$ cat config.mk
export PLATFORM = sky130hd
export DESIGN_NAME = fagm_top
export DESIGN_NICKNAME = d
export VERILOG_FILES = /design/src/shared/fagm_pkg.sv /design/src/core/fagm_axil_slave.sv /design/src/core/fagm_alert_merge.sv /design/src/core/fagm_top.sv
export VERILOG_INCLUDE_DIRS = /design/src /design/src/shared
export SDC_FILE = /design/constraint.sdc
export NUM_CORES = 1
export LEC_CHECK = 0
export BUFFER_PORTS_ARGS = -buffer_cell sky130_fd_sc_hd__buf_2
export CORE_ASPECT_RATIO = 2
export CORE_UTILIZATION = 45
export DETAILED_ROUTE_END_ITERATION = 6
export HOLD_SLACK_MARGIN = 0.06
export PLACE_DENSITY = 0.9
export SYNTH_ARGS = -nofsm -noshare
export SYNTH_HDL_FRONTEND = slang
export SYNTH_SLANG_ARGS = --single-unit
export TNS_END_PERCENT = 100
$ cat constraint.sdc
create_clock -name aclk -period 4.5 [get_ports aclk]
set_input_delay 0.9 -clock aclk [delete_from_list [all_inputs] [get_ports aclk]]
set_output_delay 0.9 -clock aclk [all_outputs]
set_load 0.02 [all_outputs]
$ cat src/shared/fagm_defines.svh
// Constants for the fault alert group masking block.
`ifndef FAGM_DEFINES_SVH
`define FAGM_DEFINES_SVH

`define FAGM_ADDR_W 16
`define FAGM_DATA_W 32
`define FAGM_STRB_W 4
`define FAGM_GRP_N 8

// Register indices; byte address is four times the index.
`define FAGM_MASK_IDX 16'h0016
`define FAGM_ACT_IDX 16'h0018
`define FAGM_IST_IDX 16'h0019
`define FAGM_IMSK_IDX 16'h001a

`define FAGM_MASK_RST 8'h00
`define FAGM_IST_RST 8'h00
`define FAGM_IMSK_RST 8'h00

`define FAGM_BIT_PROT 7
`define FAGM_BIT_UT 6
`define FAGM_BIT_OT 5
`define FAGM_BIT_UV 4
`define FAGM_BIT_OV 3
`define FAGM_BIT_COMP 2
`define FAGM_BIT_SYS 1
`define FAGM_BIT_PWR 0

`define FAGM_PROT_W 16
`define FAGM_REG_W 8

`define FAGM_RESP_OKAY 2'h0
`define FAGM_RESP_SLVERR 2'h2

`endif

$ cat src/shared/fagm_pkg.sv
// Types shared by the fault alert group masking block.
`default_nettype none
`include "fagm_defines.svh"
package fagm_pkg;

  typedef logic [`FAGM_GRP_N-1:0] fagm_grp_t;

  typedef struct packed {
    logic [`FAGM_PROT_W-1:0] protector_fault_status;
    logic [`FAGM_REG_W-1:0] undertemp_fault_status;
    logic [`FAGM_REG_W-1:0] overtemp_fault_status;
    logic [`FAGM_REG_W-1:0] undervolt_fault_status;
    logic [`FAGM_REG_W-1:0] overvolt_fault_status;
    logic [`FAGM_REG_W-1:0] compare_diag_fault_status;
    logic [`FAGM_REG_W-1:0] system_fault_status;
    logic [`FAGM_REG_W-1:0] power_fault_status_one;
    logic [`FAGM_REG_W-1:0] power_fault_status_two;
    logic [`FAGM_REG_W-1:0] power_fault_status_three;
  } fagm_fault_s;

  typedef struct packed {
    logic en;
    logic [`FAGM_ADDR_W-1:0] addr;
    logic [`FAGM_DATA_W-1:0] data;
    logic [`FAGM_STRB_W-1:0] strb;
  } fagm_wcmd_s;

  typedef enum logic [0:0] {
    FAGM_BUS_IDLE = 1'b0,
    FAGM_BUS_RESP = 1'b1
  } fagm_bus_e;

endpackage : fagm_pkg
`default_nettype wire

$ cat src/core/fagm_axil_slave.sv
// AXI4-Lite slave front end for the fault alert masking registers.
`default_nettype none
`include "fagm_defines.svh"
module fagm_axil_slave
  import fagm_pkg::*;
(
  input wire logic aclk,
  input wire logic aresetn,
  input wire logic ce,
  input wire logic [`FAGM_ADDR_W-1:0] awaddr,
  input wire logic awvalid,
  output logic awready,
  input wire logic [`FAGM_DATA_W-1:0] wdata,
  input wire logic [`FAGM_STRB_W-1:0] wstrb,
  input wire logic wvalid,
  output logic wready,
  output logic [1:0] bresp,
  output logic bvalid,
  input wire logic bready,
  input wire logic [`FAGM_ADDR_W-1:0] araddr,
  input wire logic arvalid,
  output logic arready,
  output logic [`FAGM_DATA_W-1:0] rdata,
  output logic [1:0] rresp,
  output logic rvalid,
  input wire logic rready,
  output fagm_wcmd_s wcmd,
  input wire logic wr_ok,
  output logic [`FAGM_ADDR_W-1:0] rd_addr,
  input wire logic [`FAGM_DATA_W-1:0] rd_data,
  input wire logic rd_ok
);

  fagm_bus_e wr_state;
  fagm_bus_e rd_state;
  logic aw_held;
  logic w_held;
  logic [`FAGM_ADDR_W-1:0] aw_addr;
  logic [`FAGM_DATA_W-1:0] w_data;
  logic [`FAGM_STRB_W-1:0] w_strb;

  // Valids are masked by ce so that a frozen slave never completes a beat.
  assign awready = ce && !aw_held && wr_state == FAGM_BUS_IDLE;
  assign wready = ce && !w_held && wr_state == FAGM_BUS_IDLE;
  assign arready = ce && rd_state == FAGM_BUS_IDLE;
  assign bvalid = ce && wr_state == FAGM_BUS_RESP;
  assign rvalid = ce && rd_state == FAGM_BUS_RESP;
  assign rd_addr = araddr;

  assign wcmd.en = ce && aw_held && w_held && wr_state == FAGM_BUS_IDLE;
  assign wcmd.addr = aw_addr;
  assign wcmd.data = w_data;
  assign wcmd.strb = w_strb;

  always_ff @(posedge aclk) begin
    if (!aresetn) begin
      aw_held <= 1'b0;
      aw_addr <= '0;
    end else if (awvalid && awready) begin
      aw_held <= 1'b1;
      aw_addr <= awaddr;
    end else if (wcmd.en) begin
      aw_held <= 1'b0;
    end
  end

  always_ff @(posedge aclk) begin
    if (!aresetn) begin
      w_held <= 1'b0;
      w_data <= '0;
      w_strb <= '0;
    end else if (wvalid && wready) begin
      w_held <= 1'b1;
      w_data <= wdata;
      w_strb <= wstrb;
    end else if (wcmd.en) begin
      w_held <= 1'b0;
    end
  end

  always_ff @(posedge aclk) begin
    if (!aresetn) begin
      wr_state <= FAGM_BUS_IDLE;
      bresp <= `FAGM_RESP_OKAY;
    end else if (ce) begin
      case (wr_state)
        FAGM_BUS_IDLE: begin
          if (wcmd.en) begin
            wr_state <= FAGM_BUS_RESP;
            bresp <= wr_ok ? `FAGM_RESP_OKAY : `FAGM_RESP_SLVERR;
          end
        end
        default: begin
          if (bready) begin
            wr_state <= FAGM_BUS_IDLE;
          end
        end
      endcase
    end
  end

  always_ff @(posedge aclk) begin
    if (!aresetn) begin
      rd_state <= FAGM_BUS_IDLE;
      rdata <= '0;
      rresp <= `FAGM_RESP_OKAY;
    end else if (ce) begin
      case (rd_state)
        FAGM_BUS_IDLE: begin
          if (arvalid) begin
            rd_state <= FAGM_BUS_RESP;
            rdata <= rd_data;
            rresp <= rd_ok ? `FAGM_RESP_OKAY : `FAGM_RESP_SLVERR;
          end
        end
        default: begin
          if (rready) begin
            rd_state <= FAGM_BUS_IDLE;
          end
        end
      endcase
    end
  end

endmodule : fagm_axil_slave
`default_nettype wire

$ cat src/core/fagm_alert_merge.sv
// Per-group fault summary and masked alert merge.
`default_nettype none
`include "fagm_defines.svh"
module fagm_alert_merge
  import fagm_pkg::*;
(
  input wire logic aclk,
  input wire logic aresetn,
  input wire logic ce,
  input wire fagm_fault_s faults,
  input wire fagm_grp_t mask,
  output fagm_grp_t grp_active,
  output logic alert
);

  fagm_grp_t next_active;

  // Status bits are only observed here; nothing in this block writes them.
  always_comb begin
    next_active = '0;
    next_active[`FAGM_BIT_PROT] = |faults.protector_fault_status;
    next_active[`FAGM_BIT_UT] = |faults.undertemp_fault_status;
    next_active[`FAGM_BIT_OT] = |faults.overtemp_fault_status;
    next_active[`FAGM_BIT_UV] = |faults.undervolt_fault_status;
    next_active[`FAGM_BIT_OV] = |faults.overvolt_fault_status;
    next_active[`FAGM_BIT_COMP] = |faults.compare_diag_fault_status;
    next_active[`FAGM_BIT_SYS] = |faults.system_fault_status;
    next_active[`FAGM_BIT_PWR] = |{faults.power_fault_status_one,
                                   faults.power_fault_status_two,
                                   faults.power_fault_status_three};
  end

  always_ff @(posedge aclk) begin
    if (!aresetn) begin
      grp_active <= '0;
    end else if (ce) begin
      grp_active <= next_active;
    end
  end

  always_ff @(posedge aclk) begin
    if (!aresetn) begin
      alert <= 1'b0;
    end else if (ce) begin
      alert <= |(grp_active & ~mask);
    end
  end

endmodule : fagm_alert_merge
`default_nettype wire

$ cat src/core/fagm_top.sv
// Top of the fault alert group masking block with its register file.
`default_nettype none
`include "fagm_defines.svh"
module fagm_top
  import fagm_pkg::*;
(
  input wire logic aclk,
  input wire logic aresetn,
  input wire logic ce,
  input wire logic [`FAGM_ADDR_W-1:0] awaddr,
  input wire logic awvalid,
  output logic awready,
  input wire logic [`FAGM_DATA_W-1:0] wdata,
  input wire logic [`FAGM_STRB_W-1:0] wstrb,
  input wire logic wvalid,
  output logic wready,
  output logic [1:0] bresp,
  output logic bvalid,
  input wire logic bready,
  input wire logic [`FAGM_ADDR_W-1:0] araddr,
  input wire logic arvalid,
  output logic arready,
  output logic [`FAGM_DATA_W-1:0] rdata,
  output logic [1:0] rresp,
  output logic rvalid,
  input wire logic rready,
  input wire fagm_fault_s faults,
  output logic fault_alert_req,
  output logic fault_alert_pin_n,
  output logic irq
);

  ////////////////////////////////////////////////////////////////////////////

  function automatic logic [`FAGM_ADDR_W-1:0] fagm_byte_addr(
    input logic [`FAGM_ADDR_W-1:0] idx
  );
    return {idx[`FAGM_ADDR_W-3:0], 2'h0};
  endfunction : fagm_byte_addr

  function automatic logic fagm_hit(
    input logic [`FAGM_ADDR_W-1:0] addr,
    input logic [`FAGM_ADDR_W-1:0] idx
  );
    return addr == fagm_byte_addr(idx);
  endfunction : fagm_hit

  ////////////////////////////////////////////////////////////////////////////

  fagm_grp_t fault_alert_mask_primary;
  fagm_grp_t grp_active;
  fagm_grp_t grp_prev;
  fagm_grp_t new_ev;
  fagm_grp_t irq_status;
  fagm_grp_t irq_mask;
  fagm_grp_t w1c;
  fagm_grp_t next_irq_status;
  fagm_wcmd_s wcmd;
  logic wr_ok;
  logic [`FAGM_ADDR_W-1:0] rd_addr;
  logic [`FAGM_DATA_W-1:0] rd_data;
  logic rd_ok;
  logic wr_mask;
  logic wr_ist;
  logic wr_imsk;
  logic alert;

  fagm_axil_slave u_slave (
    .aclk(aclk),
    .aresetn(aresetn),
    .ce(ce),
    .awaddr(awaddr),
    .awvalid(awvalid),
    .awready(awready),
    .wdata(wdata),
    .wstrb(wstrb),
    .wvalid(wvalid),
    .wready(wready),
    .bresp(bresp),
    .bvalid(bvalid),
    .bready(bready),
    .araddr(araddr),
    .arvalid(arvalid),
    .arready(arready),
    .rdata(rdata),
    .rresp(rresp),
    .rvalid(rvalid),
    .rready(rready),
    .wcmd(wcmd),
    .wr_ok(wr_ok),
    .rd_addr(rd_addr),
    .rd_data(rd_data),
    .rd_ok(rd_ok)
  );

  fagm_alert_merge u_merge (
    .aclk(aclk),
    .aresetn(aresetn),
    .ce(ce),
    .faults(faults),
    .mask(fault_alert_mask_primary),
    .grp_active(grp_active),
    .alert(alert)
  );

  ////////////////////////////////////////////////////////////////////////////

  // The pin is open-drain style active low; the request is its positive form.
  assign fault_alert_req = alert;
  assign fault_alert_pin_n = ~alert;

  ////////////////////////////////////////////////////////////////////////////

  // Only byte lane 0 carries register bits, so only its strobe enables writes.
  always_comb begin
    wr_mask = 1'b0;
    wr_ist = 1'b0;
    wr_imsk = 1'b0;
    wr_ok = 1'b1;
    if (fagm_hit(wcmd.addr, `FAGM_MASK_IDX)) begin
      wr_mask = wcmd.en && wcmd.strb[0];
    end else if (fagm_hit(wcmd.addr, `FAGM_ACT_IDX)) begin
      wr_ok = 1'b1;
    end else if (fagm_hit(wcmd.addr, `FAGM_IST_IDX)) begin
      wr_ist = wcmd.en && wcmd.strb[0];
    end else if (fagm_hit(wcmd.addr, `FAGM_IMSK_IDX)) begin
      wr_imsk = wcmd.en && wcmd.strb[0];
    end else begin
      wr_ok = 1'b0;
    end
  end

  always_comb begin
    rd_data = '0;
    rd_ok = 1'b1;
    if (fagm_hit(rd_addr, `FAGM_MASK_IDX)) begin
      rd_data[`FAGM_GRP_N-1:0] = fault_alert_mask_primary;
    end else if (fagm_hit(rd_addr, `FAGM_ACT_IDX)) begin
      rd_data[`FAGM_GRP_N-1:0] = grp_active;
    end else if (fagm_hit(rd_addr, `FAGM_IST_IDX)) begin
      rd_data[`FAGM_GRP_N-1:0] = irq_status;
    end else if (fagm_hit(rd_addr, `FAGM_IMSK_IDX)) begin
      rd_data[`FAGM_GRP_N-1:0] = irq_mask;
    end else begin
      rd_ok = 1'b0;
    end
  end

  ////////////////////////////////////////////////////////////////////////////

  // A mask write steers only the alert path; fault status is never touched.
  always_ff @(posedge aclk) begin
    if (!aresetn) begin
      fault_alert_mask_primary <= `FAGM_MASK_RST;
    end else if (ce && wr_mask) begin
      fault_alert_mask_primary <= wcmd.data[`FAGM_GRP_N-1:0];
    end
  end

  always_ff @(posedge aclk) begin
    if (!aresetn) begin
      irq_mask <= `FAGM_IMSK_RST;
    end else if (ce && wr_imsk) begin
      irq_mask <= wcmd.data[`FAGM_GRP_N-1:0];
    end
  end

  ////////////////////////////////////////////////////////////////////////////

  // A group turning active is the event; set beats a same-cycle clear.
  assign new_ev = grp_active & ~grp_prev;
  assign w1c = wr_ist ? wcmd.data[`FAGM_GRP_N-1:0] : '0;
  assign next_irq_status = (irq_status & ~w1c) | new_ev;

  always_ff @(posedge aclk) begin
    if (!aresetn) begin
      grp_prev <= '0;
    end else if (ce) begin
      grp_prev <= grp_active;
    end
  end

  always_ff @(posedge aclk) begin
    if (!aresetn) begin
      irq_status <= `FAGM_IST_RST;
    end else if (ce) begin
      irq_status <= next_irq_status;
    end
  end

  assign irq = |(irq_status & irq_mask);
endmodule : fagm_top
`default_nettype wire

==> impl_metrics.sql, run 1 <==
INSERT INTO impl_metrics (metric_group, metric, value, unit) VALUES
('floorplanning', 'initial_utilization', '46.2', '%'),
('logic_synthesis', 'post_synth_mux_area_share', '0', '%'),
('worst_setup_path', 'worst-path-max-fanout', '45', ''),
('power_and_ir_drop', 'total_leakage_power', '2.02', 'nW'),
('final_layout', 'ratio_of_cells_with_drive_above_1_in_the_final_layout', '28.2', '%'),
('clock_tree', 'max_buffers_root_to_sink', '2', ''),
('clock_tree', 'cts.htree.levels', '3', ''),
('final_layout', 'final_design_area_no_fill', '4990', 'sq um'),
('final_layout', 'post_layout_net_count', '784', ''),
('floorplanning', 'die_area', '9280', 'sq um'),
('drt', 'postRouteAntennaNets', '0', ''),
('power_and_ir_drop', 'cellPowerDensity', '337', 'nW/um^2'),
('drt', 'totalWireLength', '11.6', 'mm'),
('floorplanning', 'fp.dieW', '68.6', 'microns'),
('worst_setup_path', 'crit_type', 'primary input to primary output', ''),
('logic_synthesis', 'xor_xnor_share_of_the_synthesized_area', '0', '%'),
('place', 'gp_congestion', '0.916', ''),
('place', 'number_of_buffer_cells_added_on_primary_ports', '154', ''),
('logic_synthesis', 'share_of_the_yosys_chip_area_belonging_to_registers', '40.1', '%'),
('outcome', 'outcome', 'finished clean', ''),
('global_route', 'grt_usage', '26.2', '%'),
('worst_setup_path', 'worst_setup_start_kind', 'primary input', ''),
('worst_setup_path', 'end_kind', 'primary output', ''),
('clock_tree', 'worst_setup_hold_path_clk_slew', '0.05', 'ns'),
('place', 'preCtsSetupSlack', '1.57', 'ns'),
('worst_setup_path', 'worst_ep_required_time', '3.60', 'ns'),
('floorplanning', 'placeableCoreArea', '8650', 'sq um'),
('place', 'hpwl', '9.02', 'mm'),
('sta', 'timing_limited_maximum_frequency', '344', 'MHz'),
('drt', 'drt_iter0_markers', '150', ''),
('sta', 'post-route-worst-setup-slack', '1.59', 'ns'),
('hold_path', 'hold_class', 'register to register', ''),
('clock_tree', 'cts_inserted_buffers', '9', ''),
('worst_setup_path', 'cp.arrival', '2.01', 'ns'),
('sta', 'finalCritPeriodShare', '64.6', '%'),
('sta', 'maxSlewHeadroom', '34.2', '%'),
('logic_synthesis', 'synth.lib_cells_used.distinct', '44', ''),
('drt', 'route.vias.total', '4011', ''),
('sta', 'final_tns_setup', '0', 'ns'),
('clock_tree', 'numClockSinks', '80', ''),
('clock_tree', 'clock_tree_from_tritoncts', 'yes', ''),
('final_layout', 'synthToLayoutAreaGrowth', '25.0', '%'),
('worst_setup_path', 'cp_cell_sequence', 'buf_2, nor3b_1, buf_2', ''),
('logic_synthesis', 'synth-compound-area-share', '24.8', '%'),
('logic_synthesis', 'synth_top_family_by_area', 'simple AND/OR/NAND/NOR gates', ''),
('sta', 'timing_max_transition_violations_final', '0', ''),
('logic_synthesis', 'postSynthRegisterBits', '80', ''),
('drt', 'first_pass_drt_iterations', '4', ''),
('drt', 'avgRoutedWirePerCell', '16.0', 'microns'),
('logic_synthesis', 'post_synthesis_share_of_cell_area_spent_on_full_adders_half_adders_and_majority_gates', '0', '%'),
('sta', 'final_period_minus_worst_setup_slack', '2.91', 'ns'),
('logic_synthesis', 'synth-warning-count', '0', ''),
('logic_synthesis', 'synth_area', '4000', 'sq um'),
('logic_synthesis', 'mean_instance_size_in_the_synthesized_netlist', '8.29', 'sq um'),
('global_route', 'grt-ovfl-total', '0', ''),
('logic_synthesis', 'syn_inst', '482', ''),
('worst_setup_path', 'path_delay_family', 'buffers and inverters', ''),
('clock_tree', 'insertion_delay', '0.34', 'ns'),
('power_and_ir_drop', 'power.ir.vdd_worst', '0.242', 'mV'),
('worst_setup_path', 'critical_path.max_stage_delay', '0.50', 'ns'),
('global_route', 'grt_pass1_vias', '3802', ''),
('sta', 'slew_at_the_pin_closest_to_its_max_slew_limit', '0.985', 'ns'),
('logic_synthesis', 'synth_flop_type', 'dfxtp_1', ''),
('final_layout', 'num_antenna_cells', '0', ''),
('floorplanning', 'num_rows', '48', ''),
('floorplanning', 'floorplan_die_height', '135', 'microns'),
('global_route', 'pin_count_of_the_biggest_net_entering_global_routing', '75', ''),
('logic_synthesis', 'synth-edff-count', '0', ''),
('sta', 'whs', '0.472', 'ns'),
('floorplanning', 'top_level_ports', '208', ''),
('place', 'post_dp_cell_area', '4690', 'sq um');
## report_power, final
part / total [W] / switching (W) / internal, W
clock: 0.000729 / 0.000271 / 0.000458
combinational: 0.000191 / 0.000107 / 0.0000837
sequential: 0.000765 / 0.0000289 / 0.000737
total: 0.00168 / 0.000407 / 0.00128
## layout by cell type (no fill, tap or decap), drive strengths merged
master   instances
buf            155
dfxtp           80
nand2           72
a21boi          50
o21ai           43
nor4            28
conb            26
a22oi           20
nand3           20
nor2b           16
a21oi           14
clkbuf          13
inv              9
nand2b           9
a221oi           9
nor2             8
a31oi            7
and2             5
or4              5
nor4b            4
nand4            3
nor3b            3
and3             3
and4             3
nor4bb           2
a41oi            2
nand3b           2
or4b             2
clkinv           2
and4b            1
a222oi           1
o22ai            1
and3b            1
nand4bb          1
a21o             1
o21a             1
nor3             1
o2bb2ai          1
bufinv           1
## metrics by stage
stage | total power (W) | std cells | utilization [%]
finish | 0.00168 | 725 | 57.7
global route | 0.00175 | 725 | 57.7
CTS | 0.00170 | 725 | 57.7
detailed placement | 0.000970 | 709 | 54.3
global placement | 0.000963 | 709 | 54.3
floorplan | 0.000893 | 507 | -
## worst paths after layout
kind	slack, ns	depth (start not counted)	startpoint	end
max	1.59	3	ce	wready
min	0.47	2	u_slave.aw_addr[6]	u_slave.aw_addr[6]
max reg2reg	2.25	4	u_slave.aw_addr[11]	irq_status[4]
min reg2reg	0.47	2	u_slave.aw_addr[6]	u_slave.aw_addr[6]
## metal layers
metal | global-route usage, % | wire length, microns | vias up
met5 | 0 | 0 | -
li1 | - | - | 1986
met2 | 49.0 | 6380 | 161
met1 | 25.5 | 4140 | 1836
met4 | 14.0 | 493 | 0
met3 | 4.29 | 568 | 28
## logic make-up (layout without fill, tap and decap cells)
family,count (synthesis),count (layout)
and+or+nand+nor,189,189
AOI/OAI and AO/OA,150,150
DFF,80,80
buffers and inverters,62,180
other,1,26
## state kept, by name, indices dropped and copies added, names as in the netlist
| name | flops |
|---|---|
| u_slave.aw_addr | 16 |
| u_merge.grp_active | 8 |
| u_slave.w_held | 1 |
| grp_prev | 8 |
| u_slave.rresp | 1 |
| u_slave.aw_held | 1 |
| u_slave.bresp | 1 |
| u_slave.w_data | 8 |
| u_merge.alert | 1 |
| irq_status | 8 |
| u_slave.w_strb | 1 |
| u_slave.rdata | 8 |
| fault_alert_mask_primary | 8 |
| u_slave.wr_state | 1 |
| u_slave.rd_state | 1 |
| irq_mask | 8 |
## cell type report
cell class | count | area (sq um)
fillers | 801 | 3660
clock buffers | 13 | 260
flip-flops and latches | 80 | 1600
inverters | 9 | 33.8
well taps | 100 | 125
clock inverters | 3 | 40.0
multi-input cells | 365 | 2150
repair buffers | 155 | 778
## synth_stat cells, drive strengths merged, types with 4 or more instances
cell type | n | area share, %
clkbuf | 22 | 2.1
a21oi | 14 | 1.8
dfxtp | 80 | 40
inv | 9 | 0.85
a22oi | 20 | 3.8
nand2b | 9 | 1.4
a221oi | 9 | 2.0
nor2 | 8 | 0.75
nand2 | 72 | 6.8
and2 | 5 | 0.78
o21ai | 43 | 5.4
or4 | 5 | 1.2
a31oi | 7 | 1.1
nand3 | 20 | 2.5
a21boi | 50 | 9.4
nor2b | 16 | 2.5
buf | 31 | 5.4
nor4b | 4 | 0.88
nor4 | 28 | 5.1
## worst reg2reg max path, cell delays in order (launching register included)
cell,delay (ns)
dfxtp_1,0.31
nor4_1,0.51
and3_1,0.66
and3_1,0.53
a21oi_1,0.12
Power figures use the tool's default switching activity.
==> run 2, diff against run 1 <==
- clock period: 4.5 -> 2.7 ns (I/O delays scaled with it)
==> impl_metrics.sql, run 2 (synthesized netlist as in run 1, its figures left out) <==
INSERT INTO impl_metrics (metric_group, metric, value, unit) VALUES
('power_and_ir_drop', 'power_frac_comb', '10.8', '%'),
('clock_tree', 'clock_tree_from_tritoncts', 'yes', ''),
('clock_tree', 'ctsRootBufferMaster', 'clkbuf_16', ''),
('clock_tree', 'insertion_delay', '0.33', 'ns'),
('clock_tree', 'hold_buffers', '0', ''),
('clock_tree', 'postCtsResizedCells', '0', ''),
('sta', 'setup_viol', '0', ''),
('sta', 'final_period_minus_worst_setup_slack', '1.91', 'ns'),
('floorplanning', 'initial_utilization', '46.2', '%'),
('drt', 'first_pass_drt_iterations', '5', ''),
('global_route', 'antenna_violations_before_repair', '0', ''),
('final_layout', 'post_layout_net_count', '789', ''),
('drt', 'route.vias.total', '4090', ''),
('sta', 'maxSlewHeadroom', '62.2', '%'),
('global_route', 'pin_count_of_the_biggest_net_entering_global_routing', '41', ''),
('power_and_ir_drop', 'total_leakage_power', '2.06', 'nW'),
('sta', 'fin_skew', '0.00317', 'ns'),
('floorplanning', 'top_level_ports', '208', ''),
('floorplanning', 'die_area', '9280', 'sq um'),
('floorplanning', 'num_rows', '48', ''),
('worst_setup_path', 'path_buf_inv', '1', ''),
('final_layout', 'ratio_of_cells_with_drive_above_1_in_the_final_layout', '28.8', '%'),
('clock_tree', 'cts_setup_buffers', '0', ''),
('worst_setup_path', 'cp_cell_sequence', 'a22oi_1, nand4_1, buf_2', ''),
('drt', 'vias_per_cell', '5.62', ''),
('drt', 'avgRoutedWirePerCell', '16.1', 'microns'),
('worst_setup_path', 'cp.arrival', '1.37', 'ns'),
('worst_setup_path', 'critical_path.max_stage_delay', '0.36', 'ns'),
('outcome', 'outcome', 'finished clean', ''),
('clock_tree', 'cts.htree.levels', '3', ''),
('final_layout', 'fillCellCount', '795', ''),
('floorplanning', 'placeableCoreArea', '8650', 'sq um'),
('worst_setup_path', 'path_delay_family', 'compound AO/OA/AOI/OAI gates', ''),
('final_layout', 'final_core_util', '58.7', '%'),
('clock_tree', 'numClockSinks', '80', ''),
('power_and_ir_drop', 'pwr-share-clk', '46.5', '%'),
('power_and_ir_drop', 'p_sw_share', '22.6', '%'),
('worst_setup_path', 'worst_ep_required_time', '2.16', 'ns'),
('power_and_ir_drop', 'finalPower', '0.00299', 'W'),
('drt', 'drcViolationCount', '0', ''),
('global_route', 'grt_pass1_vias', '4047', ''),
('final_layout', 'synthToLayoutAreaGrowth', '27.0', '%'),
('global_route', 'grt_usage', '27.6', '%'),
('floorplanning', 'floorplan_die_height', '135', 'microns'),
('sta', 'final_tns_setup', '0', 'ns'),
('drt', 'totalWireLength', '11.7', 'mm'),
('power_and_ir_drop', 'power_switching', '0.000675', 'W'),
('worst_setup_path', 'reg2reg_slack', '0.89', 'ns'),
('final_layout', 'regMostFlops', 'u_slave.aw_addr', ''),
('global_route', 'first_pass_grt_wire_length', '19.1', 'mm'),
('place', 'number_of_buffer_cells_added_on_primary_ports', '154', ''),
('worst_setup_path', 'crit_type', 'register to primary output', ''),
('final_layout', 'largest_register_ffs', '16', ''),
('flow_run', 'max_cap_viol_count', '0', ''),
('final_layout', 'final_cell_mix', 'buf_2 (154), dfxtp_1 (80), nand2_1 (72)', ''),
('drt', 'postRouteAntennaNets', '0', ''),
('sta', 'report.final.hold_viol_count', '0', ''),
('power_and_ir_drop', 'power.ir.vdd_worst', '0.640', 'mV'),
('floorplanning', 'fp.dieW', '68.6', 'microns'),
('global_route', 'grt-ovfl-total', '0', ''),
('sta', 'timing_max_transition_violations_final', '0', ''),
('drt', 'drt_iter0_markers', '204', ''),
('worst_setup_path', 'slowest_stage', 'a22oi_1', ''),
('place', 'gp_congestion', '0.873', ''),
('worst_setup_path', 'worst-path-max-fanout', '3', ''),
('power_and_ir_drop', 'intPower', '0.00231', 'W'),
('clock_tree', 'worst_setup_hold_path_clk_slew', '0.06', 'ns'),
('power_and_ir_drop', 'cellPowerDensity', '589', 'nW/um^2'),
('sta', 'whs', '0.455', 'ns'),
('sta', 'grt_setup_unrepaired', 'false', ''),
('clock_tree', 'cts_inserted_buffers', '9', ''),
('final_layout', 'mostFrequentLayoutCell', 'buf_2', ''),
('hold_path', 'hold_class', 'primary input to register', ''),
('clock_tree', 'max_buffers_root_to_sink', '2', ''),
('worst_setup_path', 'worst_setup_start_kind', 'register', ''),
('power_and_ir_drop', 'power.share.sequential', '42.7', '%'),
('sta', 'finalCritPeriodShare', '70.9', '%'),
('sta', 'timing_limited_maximum_frequency', '522', 'MHz'),
('final_layout', 'num_antenna_cells', '0', ''),
('place', 'hpwl', '9.12', 'mm'),
('sta', 'slew_at_the_pin_closest_to_its_max_slew_limit', '0.562', 'ns'),
('worst_setup_path', 'end_kind', 'primary output', '');
run 2: path summary, 6_finish.rpt:
check,start,endpoint,depth (start not counted)
setup / recovery,irq_status[4],irq,3
hold / removal,wdata[6],u_slave.w_data[6],3
setup reg to reg,u_slave.aw_addr[11],irq_mask[2],5
hold reg to reg,u_slave.aw_addr[9],u_slave.aw_addr[9],2
run 2: routing by layer:
layer / track usage, % / wire length [microns]
met4: 19.1 / 757
met2: 47.9 / 6160
met3: 5.64 / 687
met1: 28.0 / 4110
met5: 0 / 0
run 2: power by group through the flow:
stage | sequential, W | clock, W | combinational (W)
2_1_floorplan | 0.00128 | 0 | 0.000205
3_3_place_gp | 0.00130 | 0 | 0.000310
3_5_place_dp | 0.00130 | 0 | 0.000320
4_1_cts | 0.00127 | 0.00140 | 0.000322
5_1_grt | 0.00128 | 0.00145 | 0.000364
6_report | 0.00128 | 0.00139 | 0.000322
run 2: worst reg2reg max path: cells and delay by family, from the launching register on:
family	cells	cell delay (ns)
buffers and inverters	1	0.22
AND/OR/NAND/NOR	3	0.91
AO/OA/AOI/OAI	1	0.26
flip-flops	1	0.31
run 2: through the flow:
stage	cell area [sq um]	setup slack, ns	instances
floorplan	4090	0.527	507
global placement	4730	0.486	714
detailed placement	4730	0.483	714
CTS	5070	0.787	728
global route	5070	0.663	728
finish	5070	0.785	728
run 2: cell type report:
type	instances	area (sq um)	area share, %
Clock buffer	11	253	4.98
Clock inverter	3	90.1	1.78
Inverter	9	33.8	0.666
Multi-Input combinational cell	365	2150	42.5
Sequential cell	80	1600	31.6
Tap cell	100	125	2.47
Timing Repair Buffer	160	816	16.1
==> run 3, diff against run 2 <==
- ABC_AREA: default -> 1
- CORE_UTILIZATION: 45 -> 40
- PLACE_DENSITY: 0.9 -> 0.86
- clock period: 2.7 -> 1.7 ns (I/O delays scaled with it)
==> impl_metrics.sql, run 3 <==
INSERT INTO impl_metrics (metric_group, metric, value, unit) VALUES
('outcome', 'outcome', 'finished with violations', ''),
('outcome', 'violated_checks', 'DRC', ''),
('sta', 'report.final.hold_viol_count', '0', ''),
('drt', 'totalWireLength', '10.5', 'mm'),
('drt', 'postRouteAntennaNets', '0', ''),
('global_route', 'antenna_violations_before_repair', '0', ''),
('logic_synthesis', 'yosysMostFrequentCell', 'nand2_1', ''),
('sta', 'grt_setup_unrepaired', 'true', ''),
('clock_tree', 'hold_buffers', '0', ''),
('clock_tree', 'cts.htree.levels', '3', ''),
('global_route', 'first_pass_grt_wire_length', '16.4', 'mm'),
('place', 'gp_congestion', '0.964', ''),
('final_layout', 'largest_register_ffs', '16', ''),
('logic_synthesis', 'synth.top_cell.area_share', '42.1', '%'),
('worst_setup_path', 'cp.arrival', '1.36', 'ns'),
('power_and_ir_drop', 'cellPowerDensity', '929', 'nW/um^2'),
('logic_synthesis', 'netlist_top_cells_count', 'nand2_1 (90), dfxtp_1 (80), a21oi_1 (60), nor2_1 (60), o21ai_0 (44)', ''),
('final_layout', 'fillCellCount', '920', ''),
('clock_tree', 'max_buffers_root_to_sink', '2', ''),
('global_route', 'grt-ovfl-total', '0', ''),
('place', 'numPlacedInstances', '779', ''),
('drt', 'drt_iter0_markers', '320', ''),
('logic_synthesis', 'synth-edff-count', '0', ''),
('sta', 'timing_max_transition_violations_final', '0', ''),
('final_layout', 'regMostFlops', 'u_slave.aw_addr', ''),
('sta', 'final_tns_setup', '0', 'ns'),
('place', 'hpwl', '8.17', 'mm'),
('worst_setup_path', 'worst-path-max-fanout', '2', ''),
('floorplanning', 'initial_utilization', '40.8', '%'),
('drt', 'vias_per_cell', '5.07', ''),
('floorplanning', 'top_level_ports', '208', ''),
('drt', 'avgRoutedWirePerCell', '13.2', 'microns'),
('worst_setup_path', 'crit_type', 'register to primary output', ''),
('hold_path', 'hold_class', 'primary input to register', ''),
('floorplanning', 'placeableCoreArea', '9320', 'sq um'),
('worst_setup_path', 'worst_setup_start_kind', 'register', ''),
('final_layout', 'num_antenna_cells', '0', ''),
('worst_setup_path', 'worst_ep_required_time', '1.36', 'ns'),
('logic_synthesis', 'mean_instance_size_in_the_synthesized_netlist', '7.19', 'sq um'),
('clock_tree', 'insertion_delay', '0.34', 'ns'),
('logic_synthesis', 'synth_flop_type', 'dfxtp_1', ''),
('sta', 'final_period_minus_worst_setup_slack', '1.70', 'ns'),
('floorplanning', 'floorplan_die_height', '140', 'microns'),
('logic_synthesis', 'synth_area', '3800', 'sq um'),
('final_layout', 'synthToLayoutAreaGrowth', '31.1', '%'),
('drt', 'route.vias.total', '4036', ''),
('clock_tree', 'worst_setup_hold_path_clk_slew', '0.06', 'ns'),
('final_layout', 'post_layout_net_count', '851', ''),
('logic_synthesis', 'share_of_the_yosys_chip_area_belonging_to_registers', '42.1', '%'),
('worst_setup_path', 'end_kind', 'primary output', ''),
('place', 'number_of_buffer_cells_added_on_primary_ports', '154', ''),
('clock_tree', 'clock_tree_from_tritoncts', 'yes', ''),
('global_route', 'pin_count_of_the_biggest_net_entering_global_routing', '37', ''),
('power_and_ir_drop', 'power.ir.vdd_worst', '0.830', 'mV'),
('logic_synthesis', 'syn_inst', '529', ''),
('logic_synthesis', 'synth-warning-count', '0', ''),
('clock_tree', 'ctsRootBufferMaster', 'clkbuf_16', ''),
('power_and_ir_drop', 'total_leakage_power', '2.21', 'nW'),
('logic_synthesis', 'ys_async_rst_share', '0', '%'),
('final_layout', 'ratio_of_cells_with_drive_above_1_in_the_final_layout', '30.8', '%'),
('floorplanning', 'num_rows', '50', ''),
('global_route', 'grt_usage', '21.4', '%'),
('final_layout', 'mostFrequentLayoutCell', 'buf_2', ''),
('final_layout', 'final_cell_mix', 'buf_2 (153), nand2_1 (90), dfxtp_1 (77)', ''),
('logic_synthesis', 'post_synth_main_area_contributors', 'dfxtp_1 (42%), nand2_1 (8.9%), a21oi_1 (7.9%), nor2_1 (5.9%), o21ai_0 (5.8%)', ''),
('sta', 'finalCritPeriodShare', '99.8', '%'),
('global_route', 'grt_pass1_vias', '3765', ''),
('logic_synthesis', 'synth.lib_cells_used.distinct', '29', ''),
('final_layout', 'stdcell_count', '796', ''),
('logic_synthesis', 'postSynthRegisterBits', '80', ''),
('floorplanning', 'die_area', '9920', 'sq um'),
('clock_tree', 'cts_inserted_buffers', '9', ''),
('floorplanning', 'fp.dieW', '70.9', 'microns'),
('drt', 'first_pass_drt_iterations', '7', ''),
('clock_tree', 'numClockSinks', '80', ''),
('logic_synthesis', 'netlist.top_cell.by_area', 'dfxtp_1', ''),
('flow_run', 'max_cap_viol_count', '0', ''),
('sta', 'setup_viol', '0', ''),
('sta', 'timing_limited_maximum_frequency', '589', 'MHz'),
('sta', 'fin_skew', '0.00966', 'ns'),
('drt', 'drcViolationCount', '28', '');
==> run 3: changes by cell type after synthesis, moves of 16 or more <==
cell and delta:
nor2b_1 -16, nand3_1 +19, a21boi_0 -50, nor2_1 +52
inv_1 +24, nand2_1 +18, a21oi_1 +46, a22oi_1 -20
==> run 3: worst max-delay path: stages (launching register included) <==
cell and delay [ns]:
dfxtp_2 0.33, a22o_1 0.23, a221oi_2 0.19, nand2_1 0.12, buf_6 0.15
==> run 3: final cells by class <==
| class | instances | area [sq um] | area share (%) |
|---|---|---|---|
| Clock buffer | 10 | 239 | 4.80 |
| Inverter | 39 | 149 | 2.99 |
| Sequential cell | 80 | 1610 | 32.2 |
| Clock inverter | 6 | 82.6 | 1.66 |
| Tap cell | 104 | 130 | 2.61 |
| Timing Repair Buffer | 167 | 900 | 18.1 |
| Multi-Input combinational cell | 390 | 1880 | 37.7 |
==> run 3: final timing paths <==
check	startpoint	end	slack [ns]	cells past startpoint
min reg2reg	grp_prev[4]	grp_prev[4]	0.46	2
min	awaddr[9]	u_slave.aw_addr[9]	0.25	3
max reg2reg	u_slave.aw_addr[12]	fault_alert_mask_primary[1]	0.17	7
max	irq_status[4]	irq	0.003	4
==> run 3: per-layer routing <==
metal / up-vias / routed length [microns] / global-route usage [%]
met3: 25 / 624 / 5.29
met4: 0 / 286 / 9.89
met5: - / 0 / 0
li1: 2048 / - / -
met2: 176 / 5660 / 39.9
met1: 1787 / 3950 / 21.7
==> run 3: kinds of logic after synthesis <==
logic type | after synthesis | synth area share [%]
AO/OA/AOI/OAI | 117 | 16.1
buffers and inverters | 84 | 11.1
flip-flops | 80 | 42.1
other | 1 | 0.0987
AND/OR/NAND/NOR | 247 | 30.5
==> run 3: repair_timing <==
item / CTS / global route
gates resized for setup: 4 / 2
gates cloned: 0 / 0
pin swaps: 0 / 0
buffers inserted: 1 / 0
setup endpoints to repair: 1 / 1
==> run 3: through the flow <==
stage	hold WS, ns	util, %	instance area (sq um)	power (W)	setup WS, ns
after detailed placement	0.447	49.7	4640	0.00261	0.114
after floorplan	0.436	-	3890	0.00240	0.203
final	0.249	53.4	4980	0.00463	0.00347
after CTS	0.239	53.4	4980	0.00467	0.0111
after global placement	0.444	49.7	4640	0.00260	0.158
after global routing	0.260	53.4	4980	0.00483	-0.0731
==> run 3: power breakdown <==
part,switching (W),internal [W],total [W]
logic,0.000319,0.000227,0.000546
registers,0.0000657,0.00196,0.00203
clock network,0.000738,0.00132,0.00205
